### config.mk
export PLATFORM = sky130hd
export DESIGN_NAME = gate_ctrl_top
export DESIGN_NICKNAME = d
export VERILOG_FILES = /design/src/gate_ctrl_pkg.sv /design/src/phase_deadtime_channel.sv /design/src/gate_ctrl_top.sv
export SDC_FILE = /design/constraint.sdc
export NUM_CORES = 1
export LEC_CHECK = 0
export BUFFER_PORTS_ARGS = -buffer_cell sky130_fd_sc_hd__buf_2
export CAP_MARGIN = 10
export CORE_AREA = 4 4 102 104
export DETAILED_ROUTE_END_ITERATION = 10
export DIE_AREA = 0 0 106 108
export GPL_TIMING_DRIVEN = 0
export MAX_ROUTING_LAYER = met4
export PLACE_DENSITY = 0.73
export SETUP_SLACK_MARGIN = 0.5
export SYNTH_ARGS = -nofsm -noshare
export SYNTH_HDL_FRONTEND = slang
export SYNTH_HIERARCHICAL = 1
export SYNTH_SLANG_ARGS = --single-unit
### constraint.sdc
create_clock -name ref_clk_in -period 4.8 [get_ports ref_clk_in]
set_input_delay 0.96 -clock ref_clk_in [delete_from_list [all_inputs] [get_ports ref_clk_in]]
set_output_delay 0.96 -clock ref_clk_in [all_outputs]
set_load 0.03 [all_outputs]
### src/gate_ctrl_pkg.sv
package gate_ctrl_pkg;

    // =========================================================================
    // Register port, phase and fault geometry
    // =========================================================================
    localparam int ADDR_W = 4;
    localparam int DATA_W = 8;
    localparam int PHASES = 3;
    localparam int FAULTS = 4;

    // =========================================================================
    // Register addresses
    // =========================================================================
    localparam logic [ADDR_W-1:0] ADDR_DEADTIME = 4'h0;
    localparam logic [ADDR_W-1:0] ADDR_TICK_CAL = 4'h1;
    localparam logic [ADDR_W-1:0] ADDR_MODE = 4'h2;
    localparam logic [ADDR_W-1:0] ADDR_SIMUL_KEY = 4'h3;
    localparam logic [ADDR_W-1:0] ADDR_SIMUL_CTRL = 4'h4;
    localparam logic [ADDR_W-1:0] ADDR_FAULT_MASK = 4'h5;
    localparam logic [ADDR_W-1:0] ADDR_FAULT_STAT = 4'h6;
    localparam logic [ADDR_W-1:0] ADDR_GATE_STAT = 4'h7;

    // =========================================================================
    // Field positions
    // =========================================================================
    localparam int MODE_FULL_DUTY = 0;
    localparam int MODE_DESAT_STOP = 1;
    localparam int MODE_ZERO_DT = 2;
    localparam int MODE_LOCK = 3;
    localparam int SIMUL_EN_BIT = 0;
    localparam int SIMUL_DONE_BIT = 1;
    localparam int FAULT_OVERCUR = 0;
    localparam int FAULT_DESAT = 1;
    localparam int FAULT_PHASE = 2;
    localparam int FAULT_UNDERV = 3;

    // =========================================================================
    // Reset values and unlock keys
    // =========================================================================
    localparam logic [DATA_W-1:0] DEADTIME_RST = 8'h00;
    localparam logic [2:0] MODE_RST = 3'h0;
    localparam logic [FAULTS-1:0] FAULT_MASK_RST = 4'hF;
    localparam logic [DATA_W-1:0] SIMUL_KEY_FIRST = 8'hA5;
    localparam logic [DATA_W-1:0] SIMUL_KEY_SECOND = 8'h5A;

    // =========================================================================
    // Timing
    // =========================================================================
    localparam int CLK_PERIOD_NS = 8;
    localparam int DT_STEP_NS = 50;
    localparam int DT_MAX_NS = 12000;
    localparam int RESET_MAX_NS = 77;
    localparam logic [DATA_W-1:0] DT_MAX_STEPS = DATA_W'(DT_MAX_NS / DT_STEP_NS);
    localparam logic [3:0] TICK_CYCLES_RST =
        4'((DT_STEP_NS + CLK_PERIOD_NS - 1) / CLK_PERIOD_NS);
    localparam int RESET_MAX_CYCLES = RESET_MAX_NS / CLK_PERIOD_NS;

    // =========================================================================
    // Unlock sequence
    // =========================================================================
    typedef enum logic [3:0] {
        SIM_IDLE = 4'b0001,
        SIM_KEYED = 4'b0010,
        SIM_ARMED = 4'b0100,
        SIM_DONE = 4'b1000
    } simul_state_e;

endpackage : gate_ctrl_pkg

### src/phase_deadtime_channel.sv
`timescale 1ns/100ps
module phase_deadtime_channel
    import gate_ctrl_pkg::*;
(
    input wire logic ref_clk_in,
    input wire logic sys_rst_in,
    input wire logic upper_cmd_n_in,
    input wire logic lower_cmd_in,
    input wire logic enable_in,
    input wire logic tick_in,
    input wire logic [DATA_W-1:0] dead_steps_in,
    input wire logic simul_in,
    input wire logic zero_dt_in,
    output logic upper_gate_out,
    output logic lower_gate_out,
    output logic boot_ready_out
);

    logic prev_up_n_q;
    logic prev_lo_q;
    logic pend_up_q, pend_up_d;
    logic pend_lo_q, pend_lo_d;
    logic up_d, lo_d, boot_d;
    logic [DATA_W-1:0] timer_q;
    logic load;
    logic busy;
    logic up_lead, up_trail, lo_lead, lo_trail;

    // =========================================================================
    // Edge detection
    // =========================================================================
    always_ff @(posedge ref_clk_in) begin
        if (sys_rst_in) begin
            prev_up_n_q <= 1'b1;
            prev_lo_q <= 1'b0;
        end else begin
            prev_up_n_q <= upper_cmd_n_in;
            prev_lo_q <= lower_cmd_in;
        end
    end

    assign up_lead = prev_up_n_q & ~upper_cmd_n_in;
    assign up_trail = ~prev_up_n_q & upper_cmd_n_in;
    assign lo_lead = ~prev_lo_q & lower_cmd_in;
    assign lo_trail = prev_lo_q & ~lower_cmd_in;

    // =========================================================================
    // Gate decision
    // =========================================================================
    // Outside simultaneous-on mode, a lower edge wins over an upper edge in one cycle, since that order
    // also recharges the bootstrap capacitor.
    always_comb begin
        up_d = upper_gate_out;
        lo_d = lower_gate_out;
        pend_up_d = pend_up_q;
        pend_lo_d = pend_lo_q;
        boot_d = boot_ready_out;
        load = 1'b0;
        busy = 1'b0;
        if (!enable_in) begin
            load = upper_gate_out | lower_gate_out;
            up_d = 1'b0;
            lo_d = 1'b0;
            pend_up_d = 1'b0;
            pend_lo_d = 1'b0;
            boot_d = 1'b0;
        end else if (simul_in) begin
            pend_up_d = 1'b0;
            pend_lo_d = 1'b0;
            if (lo_lead) begin
                lo_d = 1'b1;
            end else if (lo_trail) begin
                lo_d = 1'b0;
            end
            if (up_lead && boot_ready_out) begin
                up_d = 1'b1;
            end else if (up_trail) begin
                up_d = 1'b0;
            end
        end else begin
            if (up_trail) begin
                pend_up_d = 1'b0;
                if (upper_gate_out) begin
                    up_d = 1'b0;
                    load = 1'b1;
                end
            end
            if (lo_trail) begin
                pend_lo_d = 1'b0;
                if (lower_gate_out) begin
                    lo_d = 1'b0;
                    load = 1'b1;
                end
            end
            if (lo_lead) begin
                pend_lo_d = 1'b1;
                pend_up_d = 1'b0;
                if (upper_gate_out) begin
                    up_d = 1'b0;
                    load = 1'b1;
                end
            end else if (up_lead) begin
                pend_up_d = 1'b1;
                pend_lo_d = 1'b0;
                if (lower_gate_out) begin
                    lo_d = 1'b0;
                    load = 1'b1;
                end
            end
            busy = load || (timer_q != '0 && !zero_dt_in);
            if (!busy) begin
                if (pend_lo_d) begin
                    lo_d = 1'b1;
                    pend_lo_d = 1'b0;
                end else if (pend_up_d) begin
                    up_d = boot_ready_out;
                    pend_up_d = 1'b0;
                end
            end
        end
        if (lo_d) begin
            boot_d = 1'b1;
        end
        if (!simul_in && lo_d) begin
            up_d = 1'b0;
        end
    end

    // =========================================================================
    // Gate and pending state
    // =========================================================================
    always_ff @(posedge ref_clk_in) begin
        if (sys_rst_in) begin
            upper_gate_out <= 1'b0;
            lower_gate_out <= 1'b0;
            pend_up_q <= 1'b0;
            pend_lo_q <= 1'b0;
            boot_ready_out <= 1'b0;
        end else begin
            upper_gate_out <= up_d;
            lower_gate_out <= lo_d;
            pend_up_q <= pend_up_d;
            pend_lo_q <= pend_lo_d;
            boot_ready_out <= boot_d;
        end
    end

    // =========================================================================
    // Deadtime timer, counts shared step ticks
    // =========================================================================
    always_ff @(posedge ref_clk_in) begin
        if (sys_rst_in) begin
            timer_q <= '0;
        end else if (load) begin
            timer_q <= zero_dt_in ? '0 : dead_steps_in;
        end else if (tick_in && timer_q != '0) begin
            timer_q <= timer_q - 1'b1;
        end
    end

endmodule : phase_deadtime_channel

### src/gate_ctrl_top.sv
// The address map and the address-and-strobe port were left to the implementer.
`timescale 1ns/100ps
module gate_ctrl_top
    import gate_ctrl_pkg::*;
(
    input wire logic ref_clk_in,
    input wire logic sys_rst_in,
    input wire logic [ADDR_W-1:0] reg_addr_in,
    input wire logic [DATA_W-1:0] reg_wdata_in,
    input wire logic reg_write_in,
    input wire logic reg_read_in,
    output logic [DATA_W-1:0] reg_rdata_out,
    input wire logic [PHASES-1:0] upper_switch_cmd_n_in,
    input wire logic [PHASES-1:0] lower_switch_cmd_in,
    input wire logic gate_enable_first_in,
    input wire logic gate_enable_second_in,
    input wire logic [FAULTS-1:0] fault_in,
    output logic [PHASES-1:0] upper_gate_out,
    output logic [PHASES-1:0] lower_gate_out,
    output logic fault_report_out,
    output logic full_duty_mode_out
);

    // =========================================================================
    // Configuration state
    // =========================================================================
    logic [DATA_W-1:0] deadtime_q;
    logic [3:0] tick_cal_q;
    logic [3:0] tick_cnt_q;
    logic tick_q;
    logic [2:0] mode_q;
    logic mode_lock_q;
    simul_state_e simul_state_q;
    logic simul_en_q;
    logic [FAULTS-1:0] fault_mask_q;
    logic [FAULTS-1:0] fault_stat_q;
    logic gates_enabled;
    logic desat_kill;
    logic phase_enable;
    logic [PHASES-1:0] boot_ready;
    logic wr_deadtime, wr_tick_cal, wr_mode, wr_key, wr_simul, wr_mask, wr_stat;
    logic [DATA_W-1:0] rdata_d;

    assign wr_deadtime = reg_write_in && reg_addr_in == ADDR_DEADTIME;
    assign wr_tick_cal = reg_write_in && reg_addr_in == ADDR_TICK_CAL;
    assign wr_mode = reg_write_in && reg_addr_in == ADDR_MODE;
    assign wr_key = reg_write_in && reg_addr_in == ADDR_SIMUL_KEY;
    assign wr_simul = reg_write_in && reg_addr_in == ADDR_SIMUL_CTRL;
    assign wr_mask = reg_write_in && reg_addr_in == ADDR_FAULT_MASK;
    assign wr_stat = reg_write_in && reg_addr_in == ADDR_FAULT_STAT;

    // =========================================================================
    // Deadtime setting
    // =========================================================================
    // Values beyond the longest deadtime are clamped so the timer never
    // exceeds its range.
    always_ff @(posedge ref_clk_in) begin
        if (sys_rst_in) begin
            deadtime_q <= DEADTIME_RST;
        end else if (wr_deadtime) begin
            if (reg_wdata_in > DT_MAX_STEPS) begin
                deadtime_q <= DT_MAX_STEPS;
            end else begin
                deadtime_q <= reg_wdata_in;
            end
        end
    end

    // =========================================================================
    // Step calibration and shared tick
    // =========================================================================
    // The step is a whole number of clocks, so calibration can only
    // correct process spread in whole clock periods.
    always_ff @(posedge ref_clk_in) begin
        if (sys_rst_in) begin
            tick_cal_q <= TICK_CYCLES_RST;
        end else if (wr_tick_cal) begin
            if (reg_wdata_in[3:0] == 4'h0) begin
                tick_cal_q <= 4'h1;
            end else begin
                tick_cal_q <= reg_wdata_in[3:0];
            end
        end
    end

    always_ff @(posedge ref_clk_in) begin
        if (sys_rst_in) begin
            tick_cnt_q <= 4'h0;
            tick_q <= 1'b0;
        end else if (tick_cnt_q + 4'h1 >= tick_cal_q) begin
            tick_cnt_q <= 4'h0;
            tick_q <= 1'b1;
        end else begin
            tick_cnt_q <= tick_cnt_q + 4'h1;
            tick_q <= 1'b0;
        end
    end

    // =========================================================================
    // Operating modes with lock
    // =========================================================================
    always_ff @(posedge ref_clk_in) begin
        if (sys_rst_in) begin
            mode_q <= MODE_RST;
            mode_lock_q <= 1'b0;
        end else if (wr_mode && !mode_lock_q) begin
            mode_q <= reg_wdata_in[2:0];
            mode_lock_q <= reg_wdata_in[MODE_LOCK];
        end
    end

    always_ff @(posedge ref_clk_in) begin
        if (sys_rst_in) begin
            full_duty_mode_out <= 1'b0;
        end else begin
            full_duty_mode_out <= mode_q[MODE_FULL_DUTY];
        end
    end

    // =========================================================================
    // Simultaneous-on unlock and once-only command
    // =========================================================================
    // A wrong key returns to idle, so a stray write cannot arm it.
    always_ff @(posedge ref_clk_in) begin
        if (sys_rst_in) begin
            simul_state_q <= SIM_IDLE;
            simul_en_q <= 1'b0;
        end else begin
            unique case (simul_state_q)
                SIM_IDLE: begin
                    if (wr_key && reg_wdata_in == SIMUL_KEY_FIRST) begin
                        simul_state_q <= SIM_KEYED;
                    end
                end
                SIM_KEYED: begin
                    if (wr_key) begin
                        if (reg_wdata_in == SIMUL_KEY_SECOND) begin
                            simul_state_q <= SIM_ARMED;
                        end else begin
                            simul_state_q <= SIM_IDLE;
                        end
                    end
                end
                SIM_ARMED: begin
                    if (wr_simul) begin
                        simul_en_q <= reg_wdata_in[SIMUL_EN_BIT];
                        simul_state_q <= SIM_DONE;
                    end else if (wr_key) begin
                        simul_state_q <= SIM_IDLE;
                    end
                end
                SIM_DONE: begin
                    simul_state_q <= SIM_DONE;
                end
                default: begin
                    simul_state_q <= SIM_DONE;
                    simul_en_q <= 1'b0;
                end
            endcase
        end
    end

    // =========================================================================
    // Fault mask and sticky fault status
    // =========================================================================
    always_ff @(posedge ref_clk_in) begin
        if (sys_rst_in) begin
            fault_mask_q <= FAULT_MASK_RST;
        end else if (wr_mask) begin
            fault_mask_q <= reg_wdata_in[FAULTS-1:0];
        end
    end

    // Set wins over a clear in the same cycle.
    always_ff @(posedge ref_clk_in) begin
        if (sys_rst_in) begin
            fault_stat_q <= '0;
        end else if (wr_stat) begin
            fault_stat_q <= (fault_stat_q & ~reg_wdata_in[FAULTS-1:0]) | fault_in;
        end else begin
            fault_stat_q <= fault_stat_q | fault_in;
        end
    end

    always_ff @(posedge ref_clk_in) begin
        if (sys_rst_in) begin
            fault_report_out <= 1'b0;
        end else begin
            fault_report_out <= |(fault_stat_q & fault_mask_q);
        end
    end

    // =========================================================================
    // Register read-back
    // =========================================================================
    always_comb begin
        rdata_d = '0;
        unique case (reg_addr_in)
            ADDR_DEADTIME: rdata_d = deadtime_q;
            ADDR_TICK_CAL: rdata_d = {4'h0, tick_cal_q};
            ADDR_MODE: rdata_d = {4'h0, mode_lock_q, mode_q};
            ADDR_SIMUL_KEY: rdata_d = {4'h0, simul_state_q};
            ADDR_SIMUL_CTRL: begin
                rdata_d = {6'h00, simul_state_q == SIM_DONE, simul_en_q};
            end
            ADDR_FAULT_MASK: rdata_d = {4'h0, fault_mask_q};
            ADDR_FAULT_STAT: rdata_d = {4'h0, fault_stat_q};
            ADDR_GATE_STAT: begin
                rdata_d = {1'b0, boot_ready, 1'b0, upper_gate_out[2], lower_gate_out[2],
                    gates_enabled};
            end
            default: rdata_d = '0;
        endcase
    end

    always_ff @(posedge ref_clk_in) begin
        if (sys_rst_in) begin
            reg_rdata_out <= '0;
        end else if (reg_read_in) begin
            reg_rdata_out <= rdata_d;
        end else begin
            reg_rdata_out <= '0;
        end
    end

    // =========================================================================
    // Phase channels
    // =========================================================================
    // Enables are synchronous levels; in desaturation stop mode a live
    // desaturation fault also forces every gate off.
    assign gates_enabled = gate_enable_first_in & gate_enable_second_in;
    assign desat_kill = mode_q[MODE_DESAT_STOP] & fault_in[FAULT_DESAT];
    assign phase_enable = gates_enabled & ~desat_kill;

    genvar ph;
    generate
        for (ph = 0; ph < PHASES; ph++) begin : g_phase
            phase_deadtime_channel u_channel (
                .ref_clk_in(ref_clk_in),
                .sys_rst_in(sys_rst_in),
                .upper_cmd_n_in(upper_switch_cmd_n_in[ph]),
                .lower_cmd_in(lower_switch_cmd_in[ph]),
                .enable_in(phase_enable),
                .tick_in(tick_q),
                .dead_steps_in(deadtime_q),
                .simul_in(simul_en_q),
                .zero_dt_in(mode_q[MODE_ZERO_DT]),
                .upper_gate_out(upper_gate_out[ph]),
                .lower_gate_out(lower_gate_out[ph]),
                .boot_ready_out(boot_ready[ph])
            );
        end
    endgenerate

endmodule : gate_ctrl_top

==> summary.txt <==
final weighted congestion of routability-driven global placement - 0.9024
I/O pin count - 44
endpoint required time on the critical path - 5060 ps
worst endpoint data arrival time - 2840 ps
reg-to-reg startpoint - mode_q[1]$_SDFFE_PP0P_
logic gate share of total power - 0.130
post-CTS sizing - 0
post-detailed-placement half-perimeter wirelength - 9239 µm
Worst-Skew Late Latency - 360 ps
number of synthesized flops with an enable pin - 0
hold buffer count at CTS - 0
beginning of the critical path - gate_enable_first_in
buffer count from post-CTS setup fixing - 0
Leakage - 2.202 nW
highest attainable clock frequency - 387.6 MHz
post-synthesis to final-layout area growth - 10.89%
routed wire length - 12680 µm
final hold violation count - 0
Inserted Clock Buffers - 9
share of final-layout standard cells stronger than drive strength 1 - 0.1593
Fin Clk Skew - 15.16 ps
cell breakdown of the critical path - buf_2 > nand2_1 > a21oi_1 > inv_1 > o21ai_2 > a21oi_1 > a311oi_1
outcome - finished, final reports clean
clock tree from TritonCTS - yes
fraction of power consumed by the clock network - 0.343
vias post-DR - 4681
placement row count - 36
setup repair after global routing missed its margin - false
core footprint - 9549 µm²
Multi-input gate area - 3134 µm²
cell chosen for the clock root - sky130_fd_sc_hd__clkbuf_8
routed wirelength normalized by instance count - 16.02 µm
Buf+Inv Stages, Crit Path - 2
logic depth of the worst register-to-register path - 5
switching power - 0.0003985 W
register bit total from synthesis - 89
max-slew violation count - 0
post-detailed-route via-to-cell ratio - 5.910
clock slew at the register clock pins of the worst setup and hold paths - 90 ps
internal power consumption - 0.001085 W
DRC violations left - 0
Synth cell types - 67
number of detailed-routing iterations run before antenna repair - 5
count of buffers inserted at the top-level ports - 41
kind of start point of the critical path - input pin
GRT Util Overall - 0.2362
H-Tree Depth - 3
crit path time final - 2580 ps
Post-Synthesis Net Count - 643
Cells after Synth - 604
CP max-delay cell - sky130_fd_sc_hd__a21oi_1
final sum of negative setup slack - 0 ps
fraction of the yosys area taken by sequential cells - 0.3491
Yosys warning count - 6
combined flip-flop and latch cell area - 1782 µm²
Max transition margin - 0.2965
classification of the worst setup path - input pin to flip-flop
transition time of the tightest slew-check pin - 1054 ps
Stages on worst setup path - 7
Post-synth top flop - sky130_fd_sc_hd__dfxtp_1
vias in the first global route - 4412
setup slack of the worst register-to-register path - 2640 ps
endpoint kind of the worst setup timing path - flip-flop
max_cap viols - 0
RR Endpoint - g_phase[2].u_channel/timer_q[2]$_SDFFE_PP0P_
proportion of total power due to net switching - 0.2687
ys async rst share - 0
power per cell area - 262.1 nW/µm²
delay of the slowest cell on the worst path - 690 ps
Max Fanout on Critical Path - 9
Die Width - 106 µm
number of antenna violations at the first check in global routing - 0
share of the cycle needed by the critical path after routing - 0.5375
Tightest Hold Check Type - flip-flop to flip-flop
family of cells with the greatest summed delay on the critical path - compound AO/OA/AOI/OAI gates
mean post-synth cell area - 8.450 µm²
worst vdd ir - 0.0002020 V
antenna cells - 0
worst hold slack after final layout - 497.9 ps
global-route wire length before repair - 21110 µm
share of total power in sequential cells - 0.527
number of nets in the layout - 695
Most Frequent Cell on Critical Path - sky130_fd_sc_hd__a21oi_1
final setup fails - 0
remaining antenna violation count - 0
initial standard-cell utilization of the core - 0.5345
grt ovf - 0
DR iter-0 viols - 236
Max Root-Sink Buffers - 2
end point of the critical path - g_phase[2].u_channel/timer_q[2]$_SDFFE_PP0P_
number of sinks driven by the clock tree - 89
cell area after synthesis - 5104 µm²
die outline area - 11450 µm²
die boundary height - 108 µm
filler instances - 899
pin count of the biggest net entering global routing - 30
## worst min-delay path by stage
| stage | start | endpoint | slack, ps | depth (start not counted) |
|---|---|---|---|---|
| finish | tick_cal_q[3]$_SDFFE_PP0P_ | tick_cal_q[3]$_SDFFE_PP0P_ | 500 | 2 |
| global route | tick_cal_q[3]$_SDFFE_PP0P_ | tick_cal_q[3]$_SDFFE_PP0P_ | 530 | 2 |
| CTS | mode_lock_q$_SDFFE_PP0P_ | mode_lock_q$_SDFFE_PP0P_ | 500 | 2 |
| detailed placement | mode_lock_q$_SDFFE_PP0P_ | mode_lock_q$_SDFFE_PP0P_ | 480 | 2 |
| global placement | mode_lock_q$_SDFFE_PP0P_ | mode_lock_q$_SDFFE_PP0P_ | 470 | 2 |
| floorplan | tick_cal_q[3]$_SDFFE_PP0P_ | tick_cal_q[3]$_SDFFE_PP0P_ | 450 | 2 |
## synthesized netlist by cell type (7+ instances only)
cell	instances	share of area
sky130_fd_sc_hd__o21ai_0	38	0.037
sky130_fd_sc_hd__mux2_2	7	0.015
sky130_fd_sc_hd__a22oi_1	8	0.012
sky130_fd_sc_hd__nand3_1	41	0.040
sky130_fd_sc_hd__mux2i_1	11	0.022
sky130_fd_sc_hd__nor2_1	34	0.025
sky130_fd_sc_hd__nor2b_1	45	0.055
sky130_fd_sc_hd__xnor2_1	7	0.012
sky130_fd_sc_hd__dfxtp_1	89	0.35
sky130_fd_sc_hd__ha_1	11	0.027
sky130_fd_sc_hd__a21boi_0	8	0.012
sky130_fd_sc_hd__clkbuf_1	16	0.012
sky130_fd_sc_hd__a211oi_1	7	0.010
sky130_fd_sc_hd__a31oi_1	7	0.0086
sky130_fd_sc_hd__inv_1	25	0.018
sky130_fd_sc_hd__xor2_1	11	0.019
sky130_fd_sc_hd__nand2b_1	16	0.020
sky130_fd_sc_hd__a21oi_1	62	0.061
sky130_fd_sc_hd__nand2_1	35	0.026
## kinds of logic after synthesis
family / count (synthesis) / share of synthesized area
AO/OA/AOI/OAI: 183 / 0.2371
XOR/XNOR: 18 / 0.03089
adder cells (fa/ha/maj): 11 / 0.02697
buffers and inverters: 47 / 0.03677
flip-flops: 89 / 0.3491
multiplexers: 22 / 0.04805
AND/OR/NAND/NOR: 234 / 0.2711
## layer usage
layer	vias up	global-route usage	wire length (µm)
li1	2305	-	-
met1	2214	0.2969	5798
met2	133	0.3821	6025
met3	29	0.03881	535
met4	0	0.09528	325
met5	-	-	0
## sequential cells by signal, indices dropped and copies added (netlist names)
name,count
deadtime_q,8
fault_mask_q,4
fault_report_out,1
fault_stat_q,4
full_duty_mode_out,1
g_phase.u_channel/boot_ready_out,3
g_phase.u_channel/lower_gate_out,3
g_phase.u_channel/pend_lo_q,3
g_phase.u_channel/pend_up_q,3
g_phase.u_channel/prev_lo_q,3
g_phase.u_channel/prev_up_n_q,3
g_phase.u_channel/timer_q,24
g_phase.u_channel/upper_gate_out,3
mode_lock_q,1
mode_q,3
reg_rdata_out,8
simul_en_q,1
simul_state_q,4
tick_cal_q,4
tick_cnt_q,4
tick_q,1
## worst reg2reg max path, stage by stage, from the launching register on
cell and delay [ps]:
sky130_fd_sc_hd__dfxtp_1 340, sky130_fd_sc_hd__a21oi_1 680, sky130_fd_sc_hd__inv_1 250, sky130_fd_sc_hd__o21ai_2 410
sky130_fd_sc_hd__a21oi_1 120, sky130_fd_sc_hd__a311oi_1 250
## metrics by stage
step	power [W]	setup WS [ps]	instances	instance area, µm²	utilization
5_1_grt	0.001550	2101	792	5659	0.5926
2_1_floorplan	0.0009264	2533	604	5104	-
4_1_cts	0.001491	2298	792	5659	0.5926
3_5_place_dp	0.0009874	1917	778	5475	0.5734
3_3_place_gp	0.0009814	1990	778	5475	0.5734
6_report	0.001483	2220	792	5659	0.5926
## power groups by stage
| stage | clock network (W) | logic [W] | registers (W) |
|---|---|---|---|
| floorplan | 0 | 0.000131 | 0.000795 |
| global placement | 0 | 0.000184 | 0.000797 |
| detailed placement | 0 | 0.000189 | 0.000798 |
| CTS | 0.000518 | 0.000191 | 0.000781 |
| global route | 0.000552 | 0.000214 | 0.000784 |
| finish | 0.000508 | 0.000193 | 0.000782 |
## area by class of cell
class	instances	area share
Timing Repair Buffer	41	0.03626
Multi-Input combinational cell	468	0.5538
Clock inverter	3	0.007517
Clock buffer	11	0.02498
Sequential cell	89	0.3148
Tap cell	133	0.02941
Inverter	25	0.01658
Buffer	22	0.01658
## placed cells by master (no fill, tap or decap), types with 4 or more instances in the layout
cell / n
sky130_fd_sc_hd__dfxtp_1: 89
sky130_fd_sc_hd__a21oi_1: 62
sky130_fd_sc_hd__nor2b_1: 45
sky130_fd_sc_hd__buf_2: 44
sky130_fd_sc_hd__nand3_1: 41
sky130_fd_sc_hd__o21ai_0: 38
sky130_fd_sc_hd__nand2_1: 35
sky130_fd_sc_hd__nor2_1: 34
sky130_fd_sc_hd__inv_1: 25
sky130_fd_sc_hd__clkbuf_1: 17
sky130_fd_sc_hd__nand2b_1: 16
sky130_fd_sc_hd__xor2_1: 11
sky130_fd_sc_hd__mux2i_1: 11
sky130_fd_sc_hd__ha_1: 11
sky130_fd_sc_hd__clkbuf_8: 10
sky130_fd_sc_hd__a21boi_0: 8
sky130_fd_sc_hd__a22oi_1: 8
sky130_fd_sc_hd__xnor2_1: 7
sky130_fd_sc_hd__a31oi_1: 7
sky130_fd_sc_hd__mux2_2: 7
sky130_fd_sc_hd__a211oi_1: 7
sky130_fd_sc_hd__a211o_1: 6
sky130_fd_sc_hd__a21bo_2: 6
sky130_fd_sc_hd__nor4_1: 6
sky130_fd_sc_hd__nor3_2: 6
sky130_fd_sc_hd__o21ai_2: 6
sky130_fd_sc_hd__o21a_1: 6
sky130_fd_sc_hd__nor3b_1: 5
sky130_fd_sc_hd__and2_1: 5
sky130_fd_sc_hd__nor3_1: 5
sky130_fd_sc_hd__nor4_2: 4
sky130_fd_sc_hd__a2111oi_0: 4
sky130_fd_sc_hd__or3b_1: 4
sky130_fd_sc_hd__a221oi_1: 4
(Power assumes the default switching activity.)
